File: src/rrc_defines.svh
// Constants for the reset and retention controller
`ifndef RRC_DEFINES_SVH
`define RRC_DEFINES_SVH
`define RRC_SYNC_STAGES 2
`define RRC_PULSE_CYCLES 4'h4
`define RRC_SLEEP_EXIT_CYCLES 4'h2
`endif

File: src/rrc_pkg.sv
// Types for the reset and retention controller
package rrc_pkg;
    typedef enum logic [2:0] {
        RRC_EV_NONE,
        RRC_EV_POR,
        RRC_EV_HW,
        RRC_EV_SW,
        RRC_EV_SLEEP
    } rrc_event_t;
    typedef enum {
        RRC_ST_RUN,
        RRC_ST_RESET,
        RRC_ST_SLEEP
    } rrc_state_t;
endpackage : rrc_pkg

File: src/rrc_sync.sv
// Two-flop synchroniser for pin-level inputs
`timescale 1ns/1ps
module rrc_sync #(
    parameter int WIDTH = 1,
    parameter logic [WIDTH-1:0] RESET_VAL = '0
) (
    input wire logic core_clk,
    input wire logic resetn,
    input wire logic [WIDTH-1:0] async_in,
    output logic [WIDTH-1:0] sync_out
);
    logic [WIDTH-1:0] meta_q;
    logic [WIDTH-1:0] sync_q;

    // First stage feeds only the second stage
    always_ff @(posedge core_clk or negedge resetn) begin
        if (!resetn) begin
            meta_q <= RESET_VAL;
            sync_q <= RESET_VAL;
        end else begin
            meta_q <= async_in;
            sync_q <= meta_q;
        end
    end

    assign sync_out = sync_q;
endmodule : rrc_sync

File: src/rrc_reset_ctrl.sv
// Reset and retention controller: decides which storage groups clear per event
// Functional notes
// - Power-on reset while analog or primary I/O supply monitor reports low.
// - Hardware reset acts while the reset pin is held at logic 0.
// - Any write to register zero starts a software reset.
// - Sleep when regulator bit and regulator pin are both de-asserted.
// - Power-on clears all; hardware/software reset keeps sequencer, firmware configurable.
// - Sleep keeps always-on and sequencer, clears other registers and firmware.
// - Firmware kept over hardware/software reset only if core supply stays good.
`timescale 1ns/1ps
`include "rrc_defines.svh"
module rrc_reset_ctrl
    import rrc_pkg::*;
(
    input wire logic core_clk,
    input wire logic resetn,
    input wire logic analog_supply_low,
    input wire logic primary_io_supply_low,
    input wire logic core_supply_low,
    input wire logic reset_pin_n,
    input wire logic core_regulator_enable_pin,
    input wire logic core_regulator_enable_bit,
    input wire logic reg_write,
    input wire logic [15:0] reg_write_addr,
    input wire logic fw_retain_cfg,
    output logic clear_always_on,
    output logic clear_other_regs,
    output logic clear_sequencer_mem,
    output logic clear_fw_mem,
    output logic core_regulator_on,
    output logic sleep_active,
    output rrc_event_t last_event
);
    // Overview of the clear outputs
    // Each output is an active-high clear for one storage group in the core.
    // Downstream blocks hold their group in reset while the clear stands.
    // Power-on: all four groups cleared, held while either monitor reads low.
    // Hardware or software reset: always-on and ordinary registers cleared.
    // The sequencer memory is never cleared by these two events.
    // Firmware memory follows the retention setting and the core monitor.
    // Sleep: ordinary registers and firmware cleared for the whole of sleep.
    // Sleep leaves the always-on registers and sequencer memory untouched.
    //
    // Priority
    // Power-on beats hardware reset, which beats software reset, which
    // beats sleep. A software write arriving while a higher event stands is
    // swallowed; a held reset pin or sleep request is acted on once it ends.
    //
    // Timing
    // Pin-level inputs see two synchroniser stages and one state register,
    // so a pin change shows at the registered outputs on the third rising edge.
    // A register write shows on the first edge after the strobe.
    // Every reset clear is stretched for a fixed count after its cause
    // goes away, so short glitches still give a full-width clear.
    // Leaving sleep gives a short settle count with no new clear pulse.
    //
    // Limitations
    // Supply monitors are trusted as clean levels; no filtering is done
    // here, so a chattering monitor restarts the stretch every time.
    // The software reset looks at the address only; the data is ignored.
    // The core monitor matters only for the firmware retention decision.
    // A reset that ends while the regulator is off drops straight into
    // sleep, so the ordinary registers never see a gap between the two.
    // Sleep is left when the regulator comes back on or a power-on, hardware or software reset arrives.
    logic [4:0] pin_raw;
    logic [4:0] pin_sync;
    logic por_req;
    logic hw_req;
    logic sw_req;
    logic sleep_req;
    logic regulator_on;
    logic analog_low_s;
    logic io_low_s;
    logic core_low_s;
    logic reset_pin_n_s;
    logic reg_pin_s;

    // Pins come from outside the clock domain; idle values are the safe ones
    assign pin_raw = {analog_supply_low, primary_io_supply_low, core_supply_low,
                      reset_pin_n, core_regulator_enable_pin};
    // Reset view: supplies good, reset pin high, regulator pin low
    rrc_sync #(
        .WIDTH(5),
        .RESET_VAL(5'h02)
    ) u_pin_sync (
        .core_clk(core_clk),
        .resetn(resetn),
        .async_in(pin_raw),
        .sync_out(pin_sync)
    );

    // Event decode from synchronised levels
    // Named views of the synchronised pins; bit order follows pin_raw
    // Keeping the names here avoids index slips in the decode below
    assign analog_low_s = pin_sync[4];
    assign io_low_s = pin_sync[3];
    assign core_low_s = pin_sync[2];
    assign reset_pin_n_s = pin_sync[1];
    assign reg_pin_s = pin_sync[0];
    assign por_req = analog_low_s | io_low_s;
    assign hw_req = ~reset_pin_n_s;
    // Address alone triggers; data is never looked at
    assign sw_req = reg_write && (reg_write_addr == 16'h0000);
    // Regulator runs if either control asks for it
    assign regulator_on = core_regulator_enable_bit | reg_pin_s;
    assign sleep_req = ~regulator_on;

    rrc_state_t state_q, state_d;
    rrc_event_t event_q, event_d;
    logic [3:0] cnt_q, cnt_d;
    logic ao_q, ao_d;
    logic oth_q, oth_d;
    logic seq_q, seq_d;
    logic fw_q, fw_d;

    // Next state: priority POR > hardware > software > sleep
    always_comb begin
        state_d = state_q;
        event_d = event_q;
        cnt_d = cnt_q;
        ao_d = 1'b0;
        oth_d = 1'b0;
        seq_d = 1'b0;
        fw_d = 1'b0;
        if (por_req) begin
            // Power-on: every group cleared, held while supply is low
            state_d = RRC_ST_RESET;
            event_d = RRC_EV_POR;
            cnt_d = `RRC_PULSE_CYCLES;
            ao_d = 1'b1;
            oth_d = 1'b1;
            seq_d = 1'b1;
            fw_d = 1'b1;
        end else if (hw_req || sw_req) begin
            state_d = RRC_ST_RESET;
            event_d = hw_req ? RRC_EV_HW : RRC_EV_SW;
            cnt_d = `RRC_PULSE_CYCLES;
            ao_d = 1'b1;
            oth_d = 1'b1;
            // Firmware kept only if configured and core supply held up
            fw_d = ~fw_retain_cfg | core_low_s;
        end else begin
            case (state_q)
                RRC_ST_RUN: begin
                    if (sleep_req) begin
                        state_d = RRC_ST_SLEEP;
                        event_d = RRC_EV_SLEEP;
                        oth_d = 1'b1;
                        fw_d = 1'b1;
                    end
                end
                RRC_ST_RESET: begin
                    // Stretch each reset so downstream logic sees a clean pulse
                    if (cnt_q > 4'h1) begin
                        cnt_d = cnt_q - 4'h1;
                        ao_d = ao_q;
                        oth_d = oth_q;
                        seq_d = seq_q;
                        fw_d = fw_q;
                    end else begin
                        cnt_d = 4'h0;
                        // Regulator already off: go straight to sleep with its clears
                        if (sleep_req) begin
                            state_d = RRC_ST_SLEEP;
                            event_d = RRC_EV_SLEEP;
                            oth_d = 1'b1;
                            fw_d = 1'b1;
                        end else begin
                            state_d = RRC_ST_RUN;
                        end
                    end
                end
                RRC_ST_SLEEP: begin
                    // Other registers and firmware held clear for all of sleep
                    oth_d = 1'b1;
                    fw_d = 1'b1;
                    if (!sleep_req) begin
                        state_d = RRC_ST_RESET;
                        // Short settle; retained groups are not pulsed again
                        cnt_d = `RRC_SLEEP_EXIT_CYCLES;
                    end
                end
                // Unused encodings fall back to run
                default: state_d = RRC_ST_RUN;
            endcase
        end
    end

    // Registers only; reset state is a full power-on clear
    always_ff @(posedge core_clk or negedge resetn) begin
        if (!resetn) begin
            state_q <= RRC_ST_RESET;
            event_q <= RRC_EV_POR;
            cnt_q <= `RRC_PULSE_CYCLES;
            ao_q <= 1'b1;
            oth_q <= 1'b1;
            seq_q <= 1'b1;
            fw_q <= 1'b1;
        end else begin
            state_q <= state_d;
            event_q <= event_d;
            cnt_q <= cnt_d;
            ao_q <= ao_d;
            oth_q <= oth_d;
            seq_q <= seq_d;
            fw_q <= fw_d;
        end
    end

    assign clear_always_on = ao_q;
    assign clear_other_regs = oth_q;
    assign clear_sequencer_mem = seq_q;
    assign clear_fw_mem = fw_q;
    assign core_regulator_on = regulator_on;
    assign sleep_active = (state_q == RRC_ST_SLEEP);
    assign last_event = event_q;
endmodule : rrc_reset_ctrl

File: config.mk
export PLATFORM = sky130hd
export DESIGN_NAME = rrc_reset_ctrl
export DESIGN_NICKNAME = d
export VERILOG_FILES = /design/src/rrc_pkg.sv /design/src/rrc_sync.sv /design/src/rrc_reset_ctrl.sv
export VERILOG_INCLUDE_DIRS = /design/src
export SDC_FILE = /design/constraint.sdc
export NUM_CORES = 1
export LEC_CHECK = 0
export ABC_AREA = 1
export BUFFER_PORTS_ARGS = -buffer_cell sky130_fd_sc_hd__buf_2
export CAP_MARGIN = 20
export CORE_ASPECT_RATIO = 1.5
export CORE_MARGIN = 5
export CORE_UTILIZATION = 49
export CTS_CLUSTER_DIAMETER = 50
export CTS_CLUSTER_SIZE = 10
export DETAILED_ROUTE_END_ITERATION = 10
export PLACE_DENSITY_LB_ADDON = 0.15
export SYNTH_ARGS = -nofsm -noshare
export SYNTH_HDL_FRONTEND = slang
export SYNTH_SLANG_ARGS = --single-unit
File: constraint.sdc
create_clock -name core_clk -period 1.5 [get_ports core_clk]
set_input_delay 0.075 -clock core_clk [delete_from_list [all_inputs] [get_ports core_clk]]
set_output_delay 0.075 -clock core_clk [all_outputs]
set_load 0.01 [all_outputs]
After elaboration in Yosys (flattened, before gate mapping)
Cells that the tools add are included.
{"block": "op_classes", "n_addsub": 1, "n_lt_le_gt_ge": 1, "eq_ne": 6, "muxes": 31, "bitwise": 5, "reduce_logical": 9}
{"operator": "32-bit two-way mux", "count": 5}
{"operator": "32-bit one-hot mux with 3 select lines", "count": 1}
{"operator": "32-bit by 1-bit equality test with 1-bit output, second input constant", "count": 1}
{"operator": "32-bit by 2-bit equality test with 1-bit output, second input constant", "count": 1}
{"operator": "32-bit by 3-bit equality test with 1-bit output, second input constant", "count": 1}
{"operator": "32-bit zero test", "count": 1}
{"operator": "16-bit zero test", "count": 1}
{"operator": "4-bit two-way mux", "count": 4}
{"operator": "1-bit two-way mux", "count": 13}
{"operator": "3-bit two-way mux", "count": 4}
{"operator": "4-bit inequality test, second input constant", "count": 3}
{"operator": "4-bit one-hot mux with 2 select lines", "count": 1}
{"operator": "4-bit nonzero test", "count": 2}
{"operator": "3-bit one-hot mux with 2 select lines", "count": 1}
{"operator": "4-bit by 1-bit > comparator with 1-bit output, second input constant", "count": 1}
{"operator": "2-bit AND reduction", "count": 2}
{"operator": "4-bit by 1-bit subtractor with 4-bit output, second input constant", "count": 1}
{"operator": "1-bit OR", "count": 3}
{"operator": "1-bit one-hot mux with 3 select lines", "count": 1}
{"operator": "3-bit AND reduction", "count": 1}
{"operator": "2-bit two-way mux", "count": 1}
{"operator": "1-bit inverter", "count": 2}
{"operator": "1-bit logical AND", "count": 1}
{"operator": "1-bit logical OR", "count": 1}
{"block": "totals", "regBits": 53, "input_bits": 26, "out_inout_bits": 9, "word_cells": 62}

Depth between registers and ports, before layout
{"block": "depth", "word_depth": 6, "mapped_depth": 9, "mapped_depth_nobuf": 9}

Hierarchy
From an unflattened synthesis, not the netlist that was laid out.
{"block": "hier_totals", "hier_cells": 116, "hier_area_um2": 1078.5}
{"mod": "rrc_reset_ctrl", "n_inst": 1, "cells_per_inst": 106, "area_each_um2": 825.8, "seq_area_each_um2": 334.1}
{"mod": "rrc_sync", "n_inst": 1, "cells_per_inst": 10, "area_each_um2": 252.7, "seq_area_each_um2": 252.7}

Worst setup path after synthesis
Ideal clock, no wire load.
{"block": "synth_timing", "path_type": "flip-flop to flip-flop", "startpoint": "register state_q[0]", "endpoint": "register state_q[1]", "arrival_time_ns": 1.346, "path_slack_ns": 0.034, "path_stages_with_launch": 9, "synth_period_minus_slack_ns": 1.466, "path_cell_list": "dfstp_2 > inv_1 > ha_1 > inv_1 > nor2_2 > a21oi_1 > nand2_1 > o21ai_1 > nor2_1"}
{"block": "synth_between", "elab_chain_cells": 4, "word_cells_on_any_way": 10}
{"element": "from (decl)", "line": "rrc_reset_ctrl.sv:108", "source": "rrc_state_t state_q, state_d;"}
{"element": "from (signal assigned)", "line": "rrc_reset_ctrl.sv:200", "source": "state_q <= state_d;"}
{"element": "32-bit by 2-bit equality test with 1-bit output (tied with other cells)", "line": "rrc_reset_ctrl.sv:143", "source": "case (state_q)"}
{"element": "32-bit one-hot mux with 3 select lines", "line": "rrc_reset_ctrl.sv:143"}
{"element": "32-bit two-way mux", "line": "rrc_reset_ctrl.sv:134", "source": "end else if (hw_req || sw_req) begin"}
{"element": "32-bit two-way mux", "line": "rrc_reset_ctrl.sv:125", "source": "if (por_req) begin"}
Parallel ways exist; a longest one is shown, timed or not.
A chain may end at the register's enable or synchronous reset.

Worst setup path after layout
{"block": "layout_timing", "startpoint": "register state_q[0]", "endpoint": "output sleep_active"}
{"block": "layout_between", "elab_chain_cells": 1}
{"element": "32-bit by 3-bit equality test with 1-bit output", "line": "rrc_reset_ctrl.sv:215", "source": "assign sleep_active = (state_q == RRC_ST_SLEEP);"}
{"element": "to (decl)", "line": "rrc_reset_ctrl.sv:31", "source": "output logic sleep_active,"}
No other way between the ends.

==> results.md <==
* Status: complete, no violations
* Vias in the first global route at between 900 and 1000
* Seq cells post-synth at 23
* Leakage at 0.709 nW
* CP Data Arrival Time at 1.38 ns
* Reg2Reg Depth at 8
* Synth Instances at 120
* Post-Synth XOR/XNOR Area at 0.00795
* Main combinational cell family by area after synthesis: simple AND/OR/NAND/NOR gates
* DRC at 0
* Die area at 3320 µm²
* GRT Max-Usage Layer: met2
* Worst Hold Class: input port to flip-flop
* GPL Wtd Cong at 0.819
* Post-Syn Nets at 152
* Root buf cell: clkbuf_4
* Worst path cell trace: inv_2 > ha_4 > buf_4 > buf_2
* CTS clk-pin slew, worst paths at between 0.1 and 0.15 ns
* Synthesized area per cell at 9.19 µm²
* Starting DRC count in detailed routing at 8
* Layout area overhead at 34.4%
* Max transition margin at 0.672
* Hold_sp: fw_retain_cfg
* Largest net degree at the start of global routing at 24
* Fmax at 0.690 GHz
* Total detailed-routing wirelength at 2.26 mm
* Final TNS setup at 0 ns
* PwrDens at 748 nW/µm²
* Worst Setup End Kind: primary output
* GR Layer Usage met1 at 0.159
* Synth Area in Adders at 0.0681
* Reg2reg start: state_q[0]
* Max_cap viols at 0
* First-pass GRT wire length at about 3.9 mm
* Worst Setup SP: state_q[0]
* Post-route minimum period at 1.45 ns
* Row count at 21
* WL/cell at between 10 and 15 µm
* Hold Path End: clear_fw_mem
* Die height at between 60 and 70 µm
* Nets at around 200
* Fraction of synthesized area in multiplexers at 0
* Initial Util at 0.499
* Core Box Area at about 2200 µm²
* Clk_lat worst skew at 0.30 ns
* Crit share post-route at 0.967
* R2r setup slk at 0.05 ns
* Layout cells sized above 1 at 0.464
* CP Data Required Time at approximately 1.4 ns
* Number of H-tree levels at 1
* Critical path launch point type: flip-flop
* RSZ-0062 raised after global routing: yes
* Setup CP Type: flip-flop to primary output
* CP Max Fanout at 3
* Vias at 942
* RR Endpoint: state_q[1]
* Final Hold Viols at 0
* WHS Path Cells at 6
* Gr usage total at 0.148
* Syn Std Cell Area at 1100 µm²
* Antenna violations before repair at 0
* Fin util at 0.671
* Sink Count at 23
* Register area share after synthesis at 0.532
* Post-route ant nets at 0
* CP max stage cell: dfstp_2
* Placed Area at 1320 µm²
* Distinct cells, synth at 23
* Synth warn at 0
* TritonCTS clock tree: yes
* Slew Viols, Final at 0
* Die X-Extent at 48.7 µm
* Clk_skew at 0.000673 ns
* Grt met2 use at 0.273
* CP max stage delay at 0.57 ns
* First drt pass iteration count at 4
* Least-Margin Pin Slew at approximately 0.49 ns
* Max IR drop VDD at 0.807 mV
* Longest Clk Path Bufs at 2
* Compound-gate portion of the synthesized area at 0.0738
* Total gr overflow at 0
* Cell area after layout at 1480 µm²
* Simple-Gate Fraction of Synth Area at 0.274
* Buffers on Ports at 34
* Num ports at 35
* Drt via density at 4.93
* Antenna fix cells at 0
* Worst path bufs/invs at 3
* Met3 usage at 0.0458
* Final-report setup violation count at 0
* Detail Placement HPWL at between 1.5 and 2 mm
* Total CTS buffers at 3
* Largest delay contributor family on the critical path: flip-flops
cells in the final DEF (no fill, tap or decap), drive strengths merged:
master and n:
o21a 1, nor3 2, a21oi 4, or2 1, buf 38, nor2 25, clkinv 1, nand3 6
dlygate4sd3 6, ha 6, xor2 1, dfstp 9, o21ai 10, clkbuf 3, nor3b 1, nand2 25
nand4 2, inv 13, dfrtp 14
metrics by stage:
step,hold WS (ns),cells,power (mW),setup slack (ns)
after floorplan,-0.221,120,0.754,0.0337
after global placement,0.0640,179,0.816,0.0605
after detailed placement,0.0680,179,0.822,-0.0165
after CTS,0.124,190,1.12,0.000201
after global routing,0.160,191,1.18,-0.0696
final,0.129,191,1.11,0.0498
worst max path at each step:
stage                               to  slack [ns]  cells past startpoint
after floorplan             state_q[1]        0.03                      8
after global placement      state_q[1]        0.06                      8
after detailed placement      cnt_q[3]       -0.02                      8
after CTS                     cnt_q[1]      0.0002                      7
after global routing        state_q[1]       -0.07                      9
final                     sleep_active        0.05                      4
flip-flops by register name, indices dropped and copies added (netlist names):
register	count
clear_always_on	1
state_q	2
clear_other_regs	1
last_event	3
u_pin_sync.meta_q	5
clear_fw_mem	1
clear_sequencer_mem	1
u_pin_sync.sync_out	5
cnt_q	4
synth_stat cells (all sizes together):
library cell  instances  area share
dfstp                 9        0.21
or2                   1      0.0057
nor3b                 1       0.011
xor2                  1      0.0079
dfrtp                14        0.32
nand2                25       0.087
nand3                 6       0.043
o21a                  1      0.0068
nand4                 2       0.011
inv                  13       0.044
nor2                 25        0.11
ha                    6       0.068
nor3                  2      0.0091
o21ai                10       0.049
a21oi                 4       0.018
worst min-delay path: stages:
cell and delay, ns:
buf_2 0.07, inv_1 0.03, nor2_1 0.08, nand3_1 0.08, nand2_1 0.06, nand2_1 0.05
what timing repair did:
| item | in CTS | in global routing |
|---|---|---|
| resized for setup | 4 | 13 |
| setup buffers | 1 | 1 |
| pin swaps | 1 | 2 |
| endpoints found under the hold margin | 19 | 0 |
| endpoints found under the setup margin | 4 | 11 |
| hold buffers | 6 | 0 |
where the power goes:
group	switching, mW	internal (mW)	leakage [nW]
Combinational	0.0884	0.0795	0.421
Sequential	0.0137	0.653	0.270
Clock	0.174	0.0992	0.0177
Total	0.276	0.832	0.709
logic make-up after synthesis:
group | Yosys count
adders and majority gates | 6
buffers and inverters | 13
AOI/OAI and AO/OA | 15
DFF | 23
xor gates and xnor gates | 1
and+or+nand+nor | 62
per-layer routing:
layer	share of wire	wire, µm
met1	0.38	864
met2	0.53	1200
met3	0.081	184
met4	0.0071	16
met5	0	0
final cells by class:
type,instances,area [µm²]
clock buffer,3,22.5
multi-input combinational,84,529
timing repair buffer,44,260
sequential,23,587
inverter,13,48.8
fill,192,726
tap,23,28.8
clock inverter,1,5.00
No activity file was read; power rests on OpenSTA's default activity.
